File: src/srvc_pkg.sv
`default_nettype none
package srvc_pkg;
	// ----------------------------------------
	// Bus and register geometry
	// ----------------------------------------
	localparam int ADDR_W = 8;
	localparam int DATA_W = 16;
	localparam int NUM_REGS = 13;

	localparam logic [7:0] OFF_FORCE_CTRL = 8'h08;
	localparam logic [7:0] OFF_REF_DOUBLER_CFG = 8'h09;
	localparam logic [7:0] OFF_FIXED_CFG_A = 8'h0a;
	localparam logic [7:0] OFF_POST_REF_DIVIDER = 8'h0b;
	localparam logic [7:0] OFF_PRE_REF_DIVIDER = 8'h0c;
	localparam logic [7:0] OFF_FIXED_CFG_B = 8'h0d;
	localparam logic [7:0] OFF_PUMP_GAIN_CFG = 8'h0e;
	localparam logic [7:0] OFF_FIXED_CFG_C = 8'h0f;
	localparam logic [7:0] OFF_OSC_CURRENT_OVERRIDE = 8'h10;
	localparam logic [7:0] OFF_FIXED_CFG_D = 8'h11;
	localparam logic [7:0] OFF_FIXED_CFG_E = 8'h12;
	localparam logic [7:0] OFF_OSC_BAND_OVERRIDE = 8'h13;
	localparam logic [7:0] OFF_OSC_CORE_SELECT = 8'h14;

	localparam logic [15:0] RST_FORCE_CTRL = 16'h2000;
	localparam logic [15:0] RST_REF_DOUBLER_CFG = 16'h0604;
	localparam logic [15:0] RST_FIXED_CFG_A = 16'h10f8;
	localparam logic [15:0] RST_POST_REF_DIVIDER = 16'h0018;
	localparam logic [15:0] RST_PRE_REF_DIVIDER = 16'h5001;
	localparam logic [15:0] RST_FIXED_CFG_B = 16'h4000;
	localparam logic [15:0] RST_PUMP_GAIN_CFG = 16'h1e70;
	localparam logic [15:0] RST_FIXED_CFG_C = 16'h064f;
	localparam logic [15:0] RST_OSC_CURRENT_OVERRIDE = 16'h0080;
	localparam logic [15:0] RST_FIXED_CFG_D = 16'h0096;
	localparam logic [15:0] RST_FIXED_CFG_E = 16'h0064;
	localparam logic [15:0] RST_OSC_BAND_OVERRIDE = 16'h27b7;
	localparam logic [15:0] RST_OSC_CORE_SELECT = 16'h3048;

	// ----------------------------------------
	// Field positions
	// ----------------------------------------
	localparam int BIT_REF_DOUBLER_EN = 12;
	localparam int BIT_OSC_CURRENT_FORCE = 14;
	localparam int BIT_OSC_BAND_FORCE = 11;
	localparam int POST_DIV_LSB = 4;
	localparam int POST_DIV_W = 8;
	localparam int PRE_DIV_LSB = 0;
	localparam int PRE_DIV_W = 8;
	localparam int PUMP_GAIN_LSB = 4;
	localparam int PUMP_GAIN_W = 3;
	localparam int OSC_CURRENT_LSB = 0;
	localparam int OSC_CURRENT_W = 9;
	localparam int OSC_BAND_LSB = 0;
	localparam int OSC_BAND_W = 8;

	// ----------------------------------------
	// Pump gain codes
	// ----------------------------------------
	typedef enum logic [2:0] {
		SRVC_PUMP_OFF = 3'b000,
		SRVC_PUMP_6MA = 3'b001,
		SRVC_PUMP_BAD2 = 3'b010,
		SRVC_PUMP_12MA = 3'b011,
		SRVC_PUMP_3MA = 3'b100,
		SRVC_PUMP_9MA = 3'b101,
		SRVC_PUMP_BAD6 = 3'b110,
		SRVC_PUMP_15MA = 3'b111
	} srvc_pump_t;

	// ----------------------------------------
	// Bus request and analog-side controls
	// ----------------------------------------
	typedef struct packed {
		logic wr_en;
		logic rd_en;
		logic [ADDR_W-1:0] addr;
		logic [DATA_W-1:0] wdata;
	} srvc_req_t;

	typedef struct packed {
		logic ref_doubler_en;
		logic [POST_DIV_W-1:0] post_ref_div;
		logic [PRE_DIV_W-1:0] pre_ref_div;
		srvc_pump_t pump_gain_code;
		logic pump_tristate;
		logic pump_code_legal;
		logic osc_current_force;
		logic [OSC_CURRENT_W-1:0] osc_current_applied;
		logic osc_band_force;
		logic [OSC_BAND_W-1:0] osc_band_applied;
	} srvc_ctrl_t;
endpackage : srvc_pkg
`default_nettype wire

File: src/srvc_regfile.sv
`default_nettype none
module srvc_regfile #(
	parameter int DEPTH = 13,
	parameter int WIDTH = 16,
	parameter logic [DEPTH*WIDTH-1:0] RESET_VALS = '0
) (
	input wire logic clk_sys,
	input wire logic resetn,
	input wire logic wr_en,
	input wire logic [$clog2(DEPTH)-1:0] wr_idx,
	input wire logic [WIDTH-1:0] wr_data,
	input wire logic rd_en,
	input wire logic [$clog2(DEPTH)-1:0] rd_idx,
	output logic [WIDTH-1:0] rd_data,
	output logic [DEPTH*WIDTH-1:0] all_q
);
	// ----------------------------------------
	// Storage, one word per entry
	// ----------------------------------------
	genvar gi;
	generate
		for (gi = 0; gi < DEPTH; gi++)
		begin : g_word
			logic [WIDTH-1:0] word_q;
			always_ff @(posedge clk_sys or negedge resetn)
			begin
				if (!resetn)
					word_q <= RESET_VALS[gi*WIDTH +: WIDTH];
				else if (wr_en && (wr_idx == ($clog2(DEPTH))'(gi)))
					word_q <= wr_data;
			end
			assign all_q[gi*WIDTH +: WIDTH] = word_q;
		end
	endgenerate

	// ----------------------------------------
	// Registered read port
	// ----------------------------------------
	always_ff @(posedge clk_sys or negedge resetn)
	begin
		if (!resetn)
			rd_data <= '0;
		else if (rd_en)
			rd_data <= all_q[rd_idx*WIDTH +: WIDTH];
		else
			rd_data <= '0;
	end
endmodule : srvc_regfile
`default_nettype wire

File: src/srvc_regs.sv
`default_nettype none
// Notes on behaviour
// - Offset 0x9 bit 12 enables reference doubler; resets to 0.
// - Offset 0xB bits 11-4 hold post-reference divider; resets to 1.
// - Offset 0xC bits 7-0 hold pre-reference divider; resets to 1.
// - Offset 0xE bits 6-4 pump gain, reset 7; 0 tri-states pump.
// - Offset 0x10 bits 8-0 oscillator current, reset 0x80, used when forced.
// - Offset 0x13 bits 7-0 oscillator band, used only when forced.
// - Offset 0x8 bit 14 forces programmed oscillator current.
// - Offset 0x8 bit 11 forces programmed oscillator band.
module srvc_regs (
	input wire logic clk_sys,
	input wire logic resetn,
	input wire srvc_pkg::srvc_req_t bus_req,
	output logic [srvc_pkg::DATA_W-1:0] bus_rdata,
	input wire logic [srvc_pkg::OSC_CURRENT_W-1:0] cal_osc_current,
	input wire logic [srvc_pkg::OSC_BAND_W-1:0] cal_osc_band,
	output srvc_pkg::srvc_ctrl_t ctrl
);
	import srvc_pkg::*;

	localparam int IDX_W = $clog2(NUM_REGS);

	// ----------------------------------------
	// Reset image, lowest offset in low word
	// ----------------------------------------
	localparam logic [NUM_REGS*DATA_W-1:0] RESET_IMAGE = {
		RST_OSC_CORE_SELECT,
		RST_OSC_BAND_OVERRIDE,
		RST_FIXED_CFG_E,
		RST_FIXED_CFG_D,
		RST_OSC_CURRENT_OVERRIDE,
		RST_FIXED_CFG_C,
		RST_PUMP_GAIN_CFG,
		RST_FIXED_CFG_B,
		RST_PRE_REF_DIVIDER,
		RST_POST_REF_DIVIDER,
		RST_FIXED_CFG_A,
		RST_REF_DOUBLER_CFG,
		RST_FORCE_CTRL
	};

	// ----------------------------------------
	// Address decode
	// ----------------------------------------
	logic hit;
	logic [ADDR_W-1:0] rel_addr;
	logic [IDX_W-1:0] idx;
	logic rd_hit_q;
	logic [DATA_W-1:0] file_rdata;
	logic [NUM_REGS*DATA_W-1:0] regs_all;

	always_comb
	begin
		rel_addr = bus_req.addr - OFF_FORCE_CTRL;
		hit = (bus_req.addr >= OFF_FORCE_CTRL) && (bus_req.addr <= OFF_OSC_CORE_SELECT);
		idx = rel_addr[IDX_W-1:0];
	end

	// storage: every word read/write with its own reset value
	srvc_regfile #(
		.DEPTH(NUM_REGS),
		.WIDTH(DATA_W),
		.RESET_VALS(RESET_IMAGE)
	) u_file (
		.clk_sys(clk_sys),
		.resetn(resetn),
		.wr_en(bus_req.wr_en && hit),
		.wr_idx(idx),
		.wr_data(bus_req.wdata),
		.rd_en(bus_req.rd_en && hit),
		.rd_idx(idx),
		.rd_data(file_rdata),
		.all_q(regs_all)
	);

	// Unmapped reads return zero
	always_ff @(posedge clk_sys or negedge resetn)
	begin
		if (!resetn)
			rd_hit_q <= 1'b0;
		else
			rd_hit_q <= bus_req.rd_en && hit;
	end

	assign bus_rdata = rd_hit_q ? file_rdata : '0;

	// ----------------------------------------
	// Field extraction
	// ----------------------------------------
	function automatic logic [DATA_W-1:0] word_at(input logic [7:0] off);
		logic [7:0] rel;
		rel = off - OFF_FORCE_CTRL;
		word_at = regs_all[rel*DATA_W +: DATA_W];
	endfunction : word_at

	logic [DATA_W-1:0] w_force;
	logic [DATA_W-1:0] w_dbl;
	logic [DATA_W-1:0] w_post;
	logic [DATA_W-1:0] w_pre;
	logic [DATA_W-1:0] w_pump;
	logic [DATA_W-1:0] w_cur;
	logic [DATA_W-1:0] w_band;
	logic [PUMP_GAIN_W-1:0] pump_raw;

	always_comb
	begin
		w_force = word_at(OFF_FORCE_CTRL);
		w_dbl = word_at(OFF_REF_DOUBLER_CFG);
		w_post = word_at(OFF_POST_REF_DIVIDER);
		w_pre = word_at(OFF_PRE_REF_DIVIDER);
		w_pump = word_at(OFF_PUMP_GAIN_CFG);
		w_cur = word_at(OFF_OSC_CURRENT_OVERRIDE);
		w_band = word_at(OFF_OSC_BAND_OVERRIDE);
		pump_raw = w_pump[PUMP_GAIN_LSB +: PUMP_GAIN_W];
	end

	// ----------------------------------------
	// Control outputs, registered
	// ----------------------------------------
	always_ff @(posedge clk_sys or negedge resetn)
	begin
		if (!resetn)
		begin
			// Reset image of the registers, as seen one cycle later
			ctrl <= '0;
			ctrl.post_ref_div <= RST_POST_REF_DIVIDER[POST_DIV_LSB +: POST_DIV_W];
			ctrl.pre_ref_div <= RST_PRE_REF_DIVIDER[PRE_DIV_LSB +: PRE_DIV_W];
			ctrl.pump_gain_code <= srvc_pump_t'(RST_PUMP_GAIN_CFG[PUMP_GAIN_LSB +: PUMP_GAIN_W]);
			ctrl.pump_code_legal <= 1'b1;
		end
		else
		begin
			ctrl.ref_doubler_en <= w_dbl[BIT_REF_DOUBLER_EN];
			ctrl.post_ref_div <= w_post[POST_DIV_LSB +: POST_DIV_W];
			ctrl.pre_ref_div <= w_pre[PRE_DIV_LSB +: PRE_DIV_W];
			ctrl.pump_gain_code <= srvc_pump_t'(pump_raw);
			ctrl.pump_tristate <= (pump_raw == SRVC_PUMP_OFF);
			// Undefined codes flagged, but still passed through on pump_gain_code
			ctrl.pump_code_legal <= (pump_raw != SRVC_PUMP_BAD2) && (pump_raw != SRVC_PUMP_BAD6);
			ctrl.osc_current_force <= w_force[BIT_OSC_CURRENT_FORCE];
			ctrl.osc_band_force <= w_force[BIT_OSC_BAND_FORCE];
			ctrl.osc_current_applied <= w_force[BIT_OSC_CURRENT_FORCE]
				? w_cur[OSC_CURRENT_LSB +: OSC_CURRENT_W] : cal_osc_current;
			ctrl.osc_band_applied <= w_force[BIT_OSC_BAND_FORCE]
				? w_band[OSC_BAND_LSB +: OSC_BAND_W] : cal_osc_band;
		end
	end
endmodule : srvc_regs
`default_nettype wire

File: config.mk
export PLATFORM = sky130hd
export DESIGN_NAME = srvc_regs
export DESIGN_NICKNAME = d
export VERILOG_FILES = /design/src/srvc_pkg.sv /design/src/srvc_regfile.sv /design/src/srvc_regs.sv
export SDC_FILE = /design/constraint.sdc
export NUM_CORES = 1
export LEC_CHECK = 0
export ABC_AREA = 0
export BUFFER_PORTS_ARGS = -buffer_cell sky130_fd_sc_hd__buf_2
export CORE_MARGIN = 8
export CORE_UTILIZATION = 40
export CTS_BUF_LIST = sky130_fd_sc_hd__clkbuf_8
export CTS_CLUSTER_DIAMETER = 200
export CTS_CLUSTER_SIZE = 30
export DETAILED_ROUTE_END_ITERATION = 6
export PLACE_DENSITY_LB_ADDON = 0.25
export SKIP_LAST_GASP = 1
export SLEW_MARGIN = 20
export SYNTH_ARGS = -nofsm -noshare
export SYNTH_HDL_FRONTEND = slang
export SYNTH_SLANG_ARGS = --single-unit
File: constraint.sdc
create_clock -name clk_sys -period 2 [get_ports clk_sys]
set_clock_uncertainty 0.2 [all_clocks]
set_input_delay 0.4 -clock clk_sys [delete_from_list [all_inputs] [get_ports clk_sys]]
set_output_delay 0.4 -clock clk_sys [all_outputs]
set_load 0.005 [all_outputs]
**Word-level counts from Yosys, hierarchy flattened**

Cells that the tools add are included.
W data, S select, Z words.

- ROM bits: 0
- Output and inout port bits: 57
- Register bits: 266
- Memories: 0
- Bits in writable memories: 0
- Latch bits: 0

- Bitwise operators: 0
- Shift-type cells: 1
- Reduce and logical (&&, ||, !) cells: 19
- Add/subtract/negate cells: 1
- Divide/modulo/power cells: 0
- Multiply operators: 0
- Magnitude comparators: 2
- Muxes and demuxes: 4
- Equal/unequal tests: 14

Operators with widths:

| cell | count |
|---|---|
| $shiftx A208 B9 Y16 | 1 |
| $mux W16 | 2 |
| $eq A4 B4 Y1 const B | 5 |
| $logic_and A1 B1 Y1 | 17 |
| $eq A4 B3 Y1 const B | 4 |
| $mux W9 | 1 |
| $eq A4 B2 Y1 const B | 2 |
| $ge A8 B4 Y1 const B | 1 |
| $le A8 B5 Y1 const B | 1 |
| $mux W8 | 1 |
| $eq A4 B1 Y1 const B | 1 |
| $logic_not A4 Y1 | 1 |
| $sub A4 B4 Y4 const B | 1 |
| $logic_not A3 Y1 | 1 |
| $ne A3 B2 Y1 const B | 1 |
| $ne A3 B3 Y1 const B | 1 |

**Logic depth before layout (Yosys ltp)**

- Depth after elaboration: 4
- Gate-level depth with buffers: 7
- Mapped depth without buffers: 4

**Cells and area by module**

From an unflattened synthesis, not the netlist that was laid out.

- Cell total of the unflattened synthesis: 800
- Area total of the unflattened synthesis: 11,638.7 sq um

By module, submodules not included:

| module | cells each | seq. area each (sq um) | times used | area an instance (sq um) |
|---|---|---|---|---|
| srvc_regfile | 712 | 5,670.4 | 1 | 10,203.5 |
| srvc_regs | 88 | 1,058.5 | 1 | 1,435.1 |

**Worst setup path before layout**

Ideal clock, no wire load.

- Path kind: input-to-reg
- Start: input port bus_req[16] in the netlist's numbering
- End: register u_file.g_word[3].word_q[10]
- Library setup time: 0.125 ns
- Data arrival time: 1.833 ns
- Path slack: -0.158 ns
- Cell stages on the path: 7
- Cell sequence: buf_2 and3b_1 buf_2 nand2_1 nor2_2 buf_2 mux2_2

- Longest elaborated chain between the ends: 4
- Elaborated cells on any way between the ends: 7
- Those cells by class: add/sub: 1; order compare: 2; eq/ne: 1; reduce/logical: 3

Ends and longest elaborated chain:

| element | line | source |
|---|---|---|
| from (decl) | srvc_regs.sv:14 | `input wire srvc_pkg::srvc_req_t bus_req,` |
| $ge A8 B4 Y1 or $le A8 B5 Y1 (tied branches) | srvc_regs.sv:56 | `hit = (bus_req.addr >= OFF_FORCE_CTRL) && (bus_req.addr <= OFF_OSC_CORE_SELECT);` |
| $logic_and A1 B1 Y1 | srvc_regs.sv:56 |  |
| $logic_and A1 B1 Y1 | srvc_regs.sv:68 | `.wr_en(bus_req.wr_en && hit),` |
| $logic_and A1 B1 Y1 * | srvc_regfile.sv:29 | `else if (wr_en && (wr_idx == ($clog2(DEPTH))'(gi)))` |
| to (signal assigned) | srvc_regfile.sv:28 | `word_q <= RESET_VALS[gi*WIDTH +: WIDTH];` |
| to (signal assigned) | srvc_regfile.sv:30 | `word_q <= wr_data;` |
| to (decl) | srvc_regfile.sv:24 | `logic [WIDTH-1:0] word_q;` |

Every way passes the cells marked *; elsewhere a longest branch is shown, timed or not.
A chain may end at the register's enable or synchronous reset.

**Worst setup path after layout**

- Start: register rd_hit_q
- End: output port bus_rdata[9] in the netlist's numbering

- Longest elaborated chain between the ends: 1

Ends and longest elaborated chain:

| element | line | source |
|---|---|---|
| from (decl) | srvc_regs.sv:49 | `logic rd_hit_q;` |
| from (signal assigned) | srvc_regs.sv:83 | `rd_hit_q <= bus_req.rd_en && hit;` |
| $mux W16 | srvc_regs.sv:86 | `assign bus_rdata = rd_hit_q ? file_rdata : '0;` |
| to (decl) | srvc_regs.sv:15 | `output logic [srvc_pkg::DATA_W-1:0] bus_rdata,` |

No other way between the ends.

==> impl_metrics.env <==
export IMPL_run_status="complete, but fails checks"
export IMPL_violations="negative setup slack"
export IMPL_crit_top_cell="buf_6"
export IMPL_synth_nets=834
export IMPL_seqPwrFrac_pct=63.0
export IMPL_grt_max_degree=45
export IMPL_h_tree_depth=1
export IMPL_finalWorstSetupSlack_ns=-0.0414
export IMPL_cp_max_fo=8
export IMPL_wl_mm=28.5
export IMPL_cts_root_buf="clkbuf_8"
export IMPL_arrival_ns=1.44
export IMPL_cp_cell_sequence="buf_6 -> and2_4 -> buf_6"
export IMPL_synth_cells=789
export IMPL_syn_avg_cell_area_sq_um=14.9
export IMPL_hold_path_class="primary input to register"
export IMPL_synthTopCellsByArea="dfrtp_1 44%, mux2_2 23%, dfstp_2 13%"
export IMPL_met3_usage_pct=2.35
export IMPL_cp_start_kind="register"
export IMPL_wl_per_cell_um=21.5
export IMPL_finalNonFillerCells=1329
export IMPL_fp_row_count=62
export IMPL_portBuffers=101
export IMPL_core_area_sq_mm=0.0289
export IMPL_ff_latch_area_sq_mm=0.00673
export IMPL_p_sw_uw=2260
export IMPL_antennaDiodeCount=0
export IMPL_die_height_um=187
export IMPL_vias=6964
export IMPL_ioPinCount=102
export IMPL_grt_busiest_layer="met2"
export IMPL_grt_overflow_total=0
export IMPL_slew_headroom_pct=53.5
export IMPL_dp_cells=1290
export IMPL_final_hold_viol_count=0
export IMPL_synth_top_area_share_pct=44.3
export IMPL_syn_to_final_growth_pct=18.6
export IMPL_drt_vias_per_instance=5.24
export IMPL_yosysWarnings=0
export IMPL_period_share_pct=102
export IMPL_tightestPinTransition_ns=0.694
export IMPL_cts_sinks=266
export IMPL_vdd_ir_drop_max_uv=366
export IMPL_drive_above_1_share_pct=58.2
export IMPL_grtUsageMet1_pct=23.0
export IMPL_initial_core_util_pct=40.7
export IMPL_clock_path_buffers=3
export IMPL_intPower_uw=6930
export IMPL_synth_top_cell_by_area="dfrtp_1"
export IMPL_slew_viol_final=0
export IMPL_rsz0062_at_grt="yes"
export IMPL_p_clk_share_pct=25.6
export IMPL_cp_slowest_cell="dfrtp_2"
export IMPL_whs_ns=0.0918
export IMPL_power_leakage_uw=0.00678
export IMPL_grt_pass1_wl_mm=46.2
export IMPL_setup_viol=16
export IMPL_grt_pass1_vias=7786
export IMPL_power_density_mw_per_mm2=660
export IMPL_swShare_pct=24.6
export IMPL_async_flop_share_pct=100
export IMPL_max_stage_delay_ns=0.50
export IMPL_met2_usage_pct=26.7
export IMPL_synth_ff_type="dfrtp_1"
export IMPL_path_class="register to primary output"
export IMPL_synth_edf_count=0
export IMPL_yosysSeqAreaShare_pct=57.3
export IMPL_fill_cells=2604
export IMPL_tritoncts="done"
export IMPL_die_area_sq_mm=0.0351
export IMPL_place_hpwl_mm=19.6
export IMPL_syn_area_sq_mm=0.0118
export IMPL_gp_congestion=0.775
export IMPL_synth_seq_cells=266
export IMPL_pwr_share_comb_pct=11.4
export IMPL_max_cap_violations=0
export IMPL_ant_nets=0
export IMPL_drt_iter0_drc=359
export IMPL_yosys_cell_types_count=46
export IMPL_drt_first_pass_iters=4
export IMPL_cts_clk_slew_worst_paths_ns=0.19
export IMPL_dieWidth_um=187
export IMPL_drc=0
export IMPL_multiInputGateArea_sq_mm=0.00473
export IMPL_dp_slack_ns=-0.191
export IMPL_fmax_mhz=490
export IMPL_clk_latency_ns=0.55
export IMPL_grt_antenna_before_repair=1
export IMPL_finalSetupTns_ns=-0.523
export IMPL_layout_nets=984
export IMPL_grt_usage_pct=16.4
export IMPL_endpoint_kind="primary output"
export IMPL_fin_crit_ns=2.04
export IMPL_numCtsBuffers=12
export IMPL_required_ns=1.40
==> registers in the layout, summed over array words and instances (netlist names) <==
register and flops:
rd_hit_q 1, u_file.rd_data 16, u_file.g_word.word_q 208, ctrl 41
==> critical path, delay by kind of cell, from the launching register on <==
family | cells | cell delay (ns)
buffers and inverters | 2 | 0.27
AND/OR/NAND/NOR | 1 | 0.14
flip-flops | 1 | 0.50
==> final timing paths <==
kind                                                        start                                endpoint  slack, ns  depth (start not counted)
max in group asynchronous                                  resetn  u_file.g_word[2].word_q[4]$_DFFE_PN1P_       0.74                          3
min in group asynchronous                                  resetn                       ctrl[7]$_DFF_PN0_       0.13                          2
setup / recovery                               rd_hit_q$_DFF_PN0_                            bus_rdata[9]      -0.04                          3
hold reg to reg            u_file.g_word[4].word_q[0]$_DFFE_PN1P_                      ctrl[24]$_DFF_PN1_       0.19                          0
setup reg to reg           u_file.g_word[6].word_q[6]$_DFFE_PN1P_             u_file.rd_data[6]$_DFF_PN0_       0.31                          5
hold / removal                                         bus_req[9]  u_file.g_word[0].word_q[9]$_DFFE_PN0P_       0.09                          2
==> metal layers <==
layer  part of all wire, %  wire length (um)  up-vias
met3                   3.4               976       27
met5                 0.046                13        -
met2                    47             13400      109
met4                   1.5               418        2
met1                    48             13700     3654
li1                      -                 -     3172
==> Yosys cell counts, drive strengths merged, types with 3 or more instances <==
cell type    n
mux2       261
dfrtp      208
dfstp       58
mux2i       50
buf         36
clkbuf      29
nor3        19
and2        16
a221oi      15
a221o       13
nand2       13
o22ai       12
o2bb2ai     12
nor2         6
mux4         5
nand3        5
and3         4
a22o         3
o211ai       3
==> logic make-up (layout without fill, tap and decap cells) <==
logic type             count (synthesis)  count (layout)  share of synthesized area (%)
AND/OR/NAND/NOR                       79              79                           4.65
XOR/XNOR                               1               1                         0.0745
buffers and inverters                 67             223                           2.85
flip-flops                           266             266                           57.3
multiplexers                         316             316                           30.9
AO/OA/AOI/OAI                         60              60                           4.29
==> final cells by class <==
type | instances | area share (%)
multi-input combinational | 456 | 34.0
sequential | 266 | 48.3
clock inverter | 7 | 0.377
clock buffer | 13 | 1.28
timing repair buffer | 201 | 12.6
tap | 384 | 3.45
inverter | 2 | 0.0539
==> stage by stage <==
step                      total power, uW  area (sq um)  util (%)
final                                9200         13900      48.3
after floorplan                      6410         11800         -
after CTS                            9330         13900      48.1
after detailed placement             6930         13400      46.3
after global placement               6910         13400      46.3
after global routing                 9610         13900      48.3
==> timing repair <==
item | in CTS | in global routing
pin swaps | 0 | 0
setup endpoints to repair | 16 | 16
resized for setup | 26 | 10
buffers inserted | 1 | 0
endpoints found under the hold margin | 232 | 0
hold buffers | 18 | 0
==> cell usage in the layout (no fill, tap or decap), drive strengths merged <==
| cell type | netlist | layout |
|---|---|---|
| buf | 36 | 183 |
| dlygate4sd3 | 0 | 18 |
| a221oi | 15 | 15 |
| o211ai | 3 | 3 |
| bufinv | 0 | 1 |
| and2 | 16 | 16 |
| mux2 | 261 | 261 |
| a21oi | 1 | 1 |
| a221o | 13 | 13 |
| clkbuf | 29 | 13 |
| o22ai | 12 | 12 |
| dfstp | 58 | 58 |
| mux4 | 5 | 5 |
| nand2 | 13 | 13 |
| a22o | 3 | 3 |
| nand3 | 5 | 5 |
| dfrtp | 208 | 208 |
| nand2b | 2 | 2 |
| and3b | 1 | 1 |
| nor3 | 19 | 19 |
| nand3b | 2 | 2 |
| nand4 | 2 | 2 |
| nor4 | 2 | 2 |
| and3 | 4 | 4 |
| nor2 | 6 | 6 |
| xor2 | 1 | 1 |
| nor3b | 2 | 2 |
| or2 | 2 | 2 |
| or3 | 1 | 1 |
| mux2i | 50 | 50 |
| clkinv | 1 | 1 |
| inv | 1 | 7 |
| o2bb2ai | 12 | 12 |
| o2111ai | 1 | 1 |
| nor2b | 2 | 2 |
==> power by group through the flow <==
stage               sequential [uW]  combinational, uW  clock (uW)
finish                         5790               1050        2350
global route                   5830               1150        2620
CTS                            5800               1080        2460
detailed placement             5890               1040           0
global placement               5880               1030           0
floorplan                      5850                556           0
No activity file was read; power rests on OpenSTA's default activity.
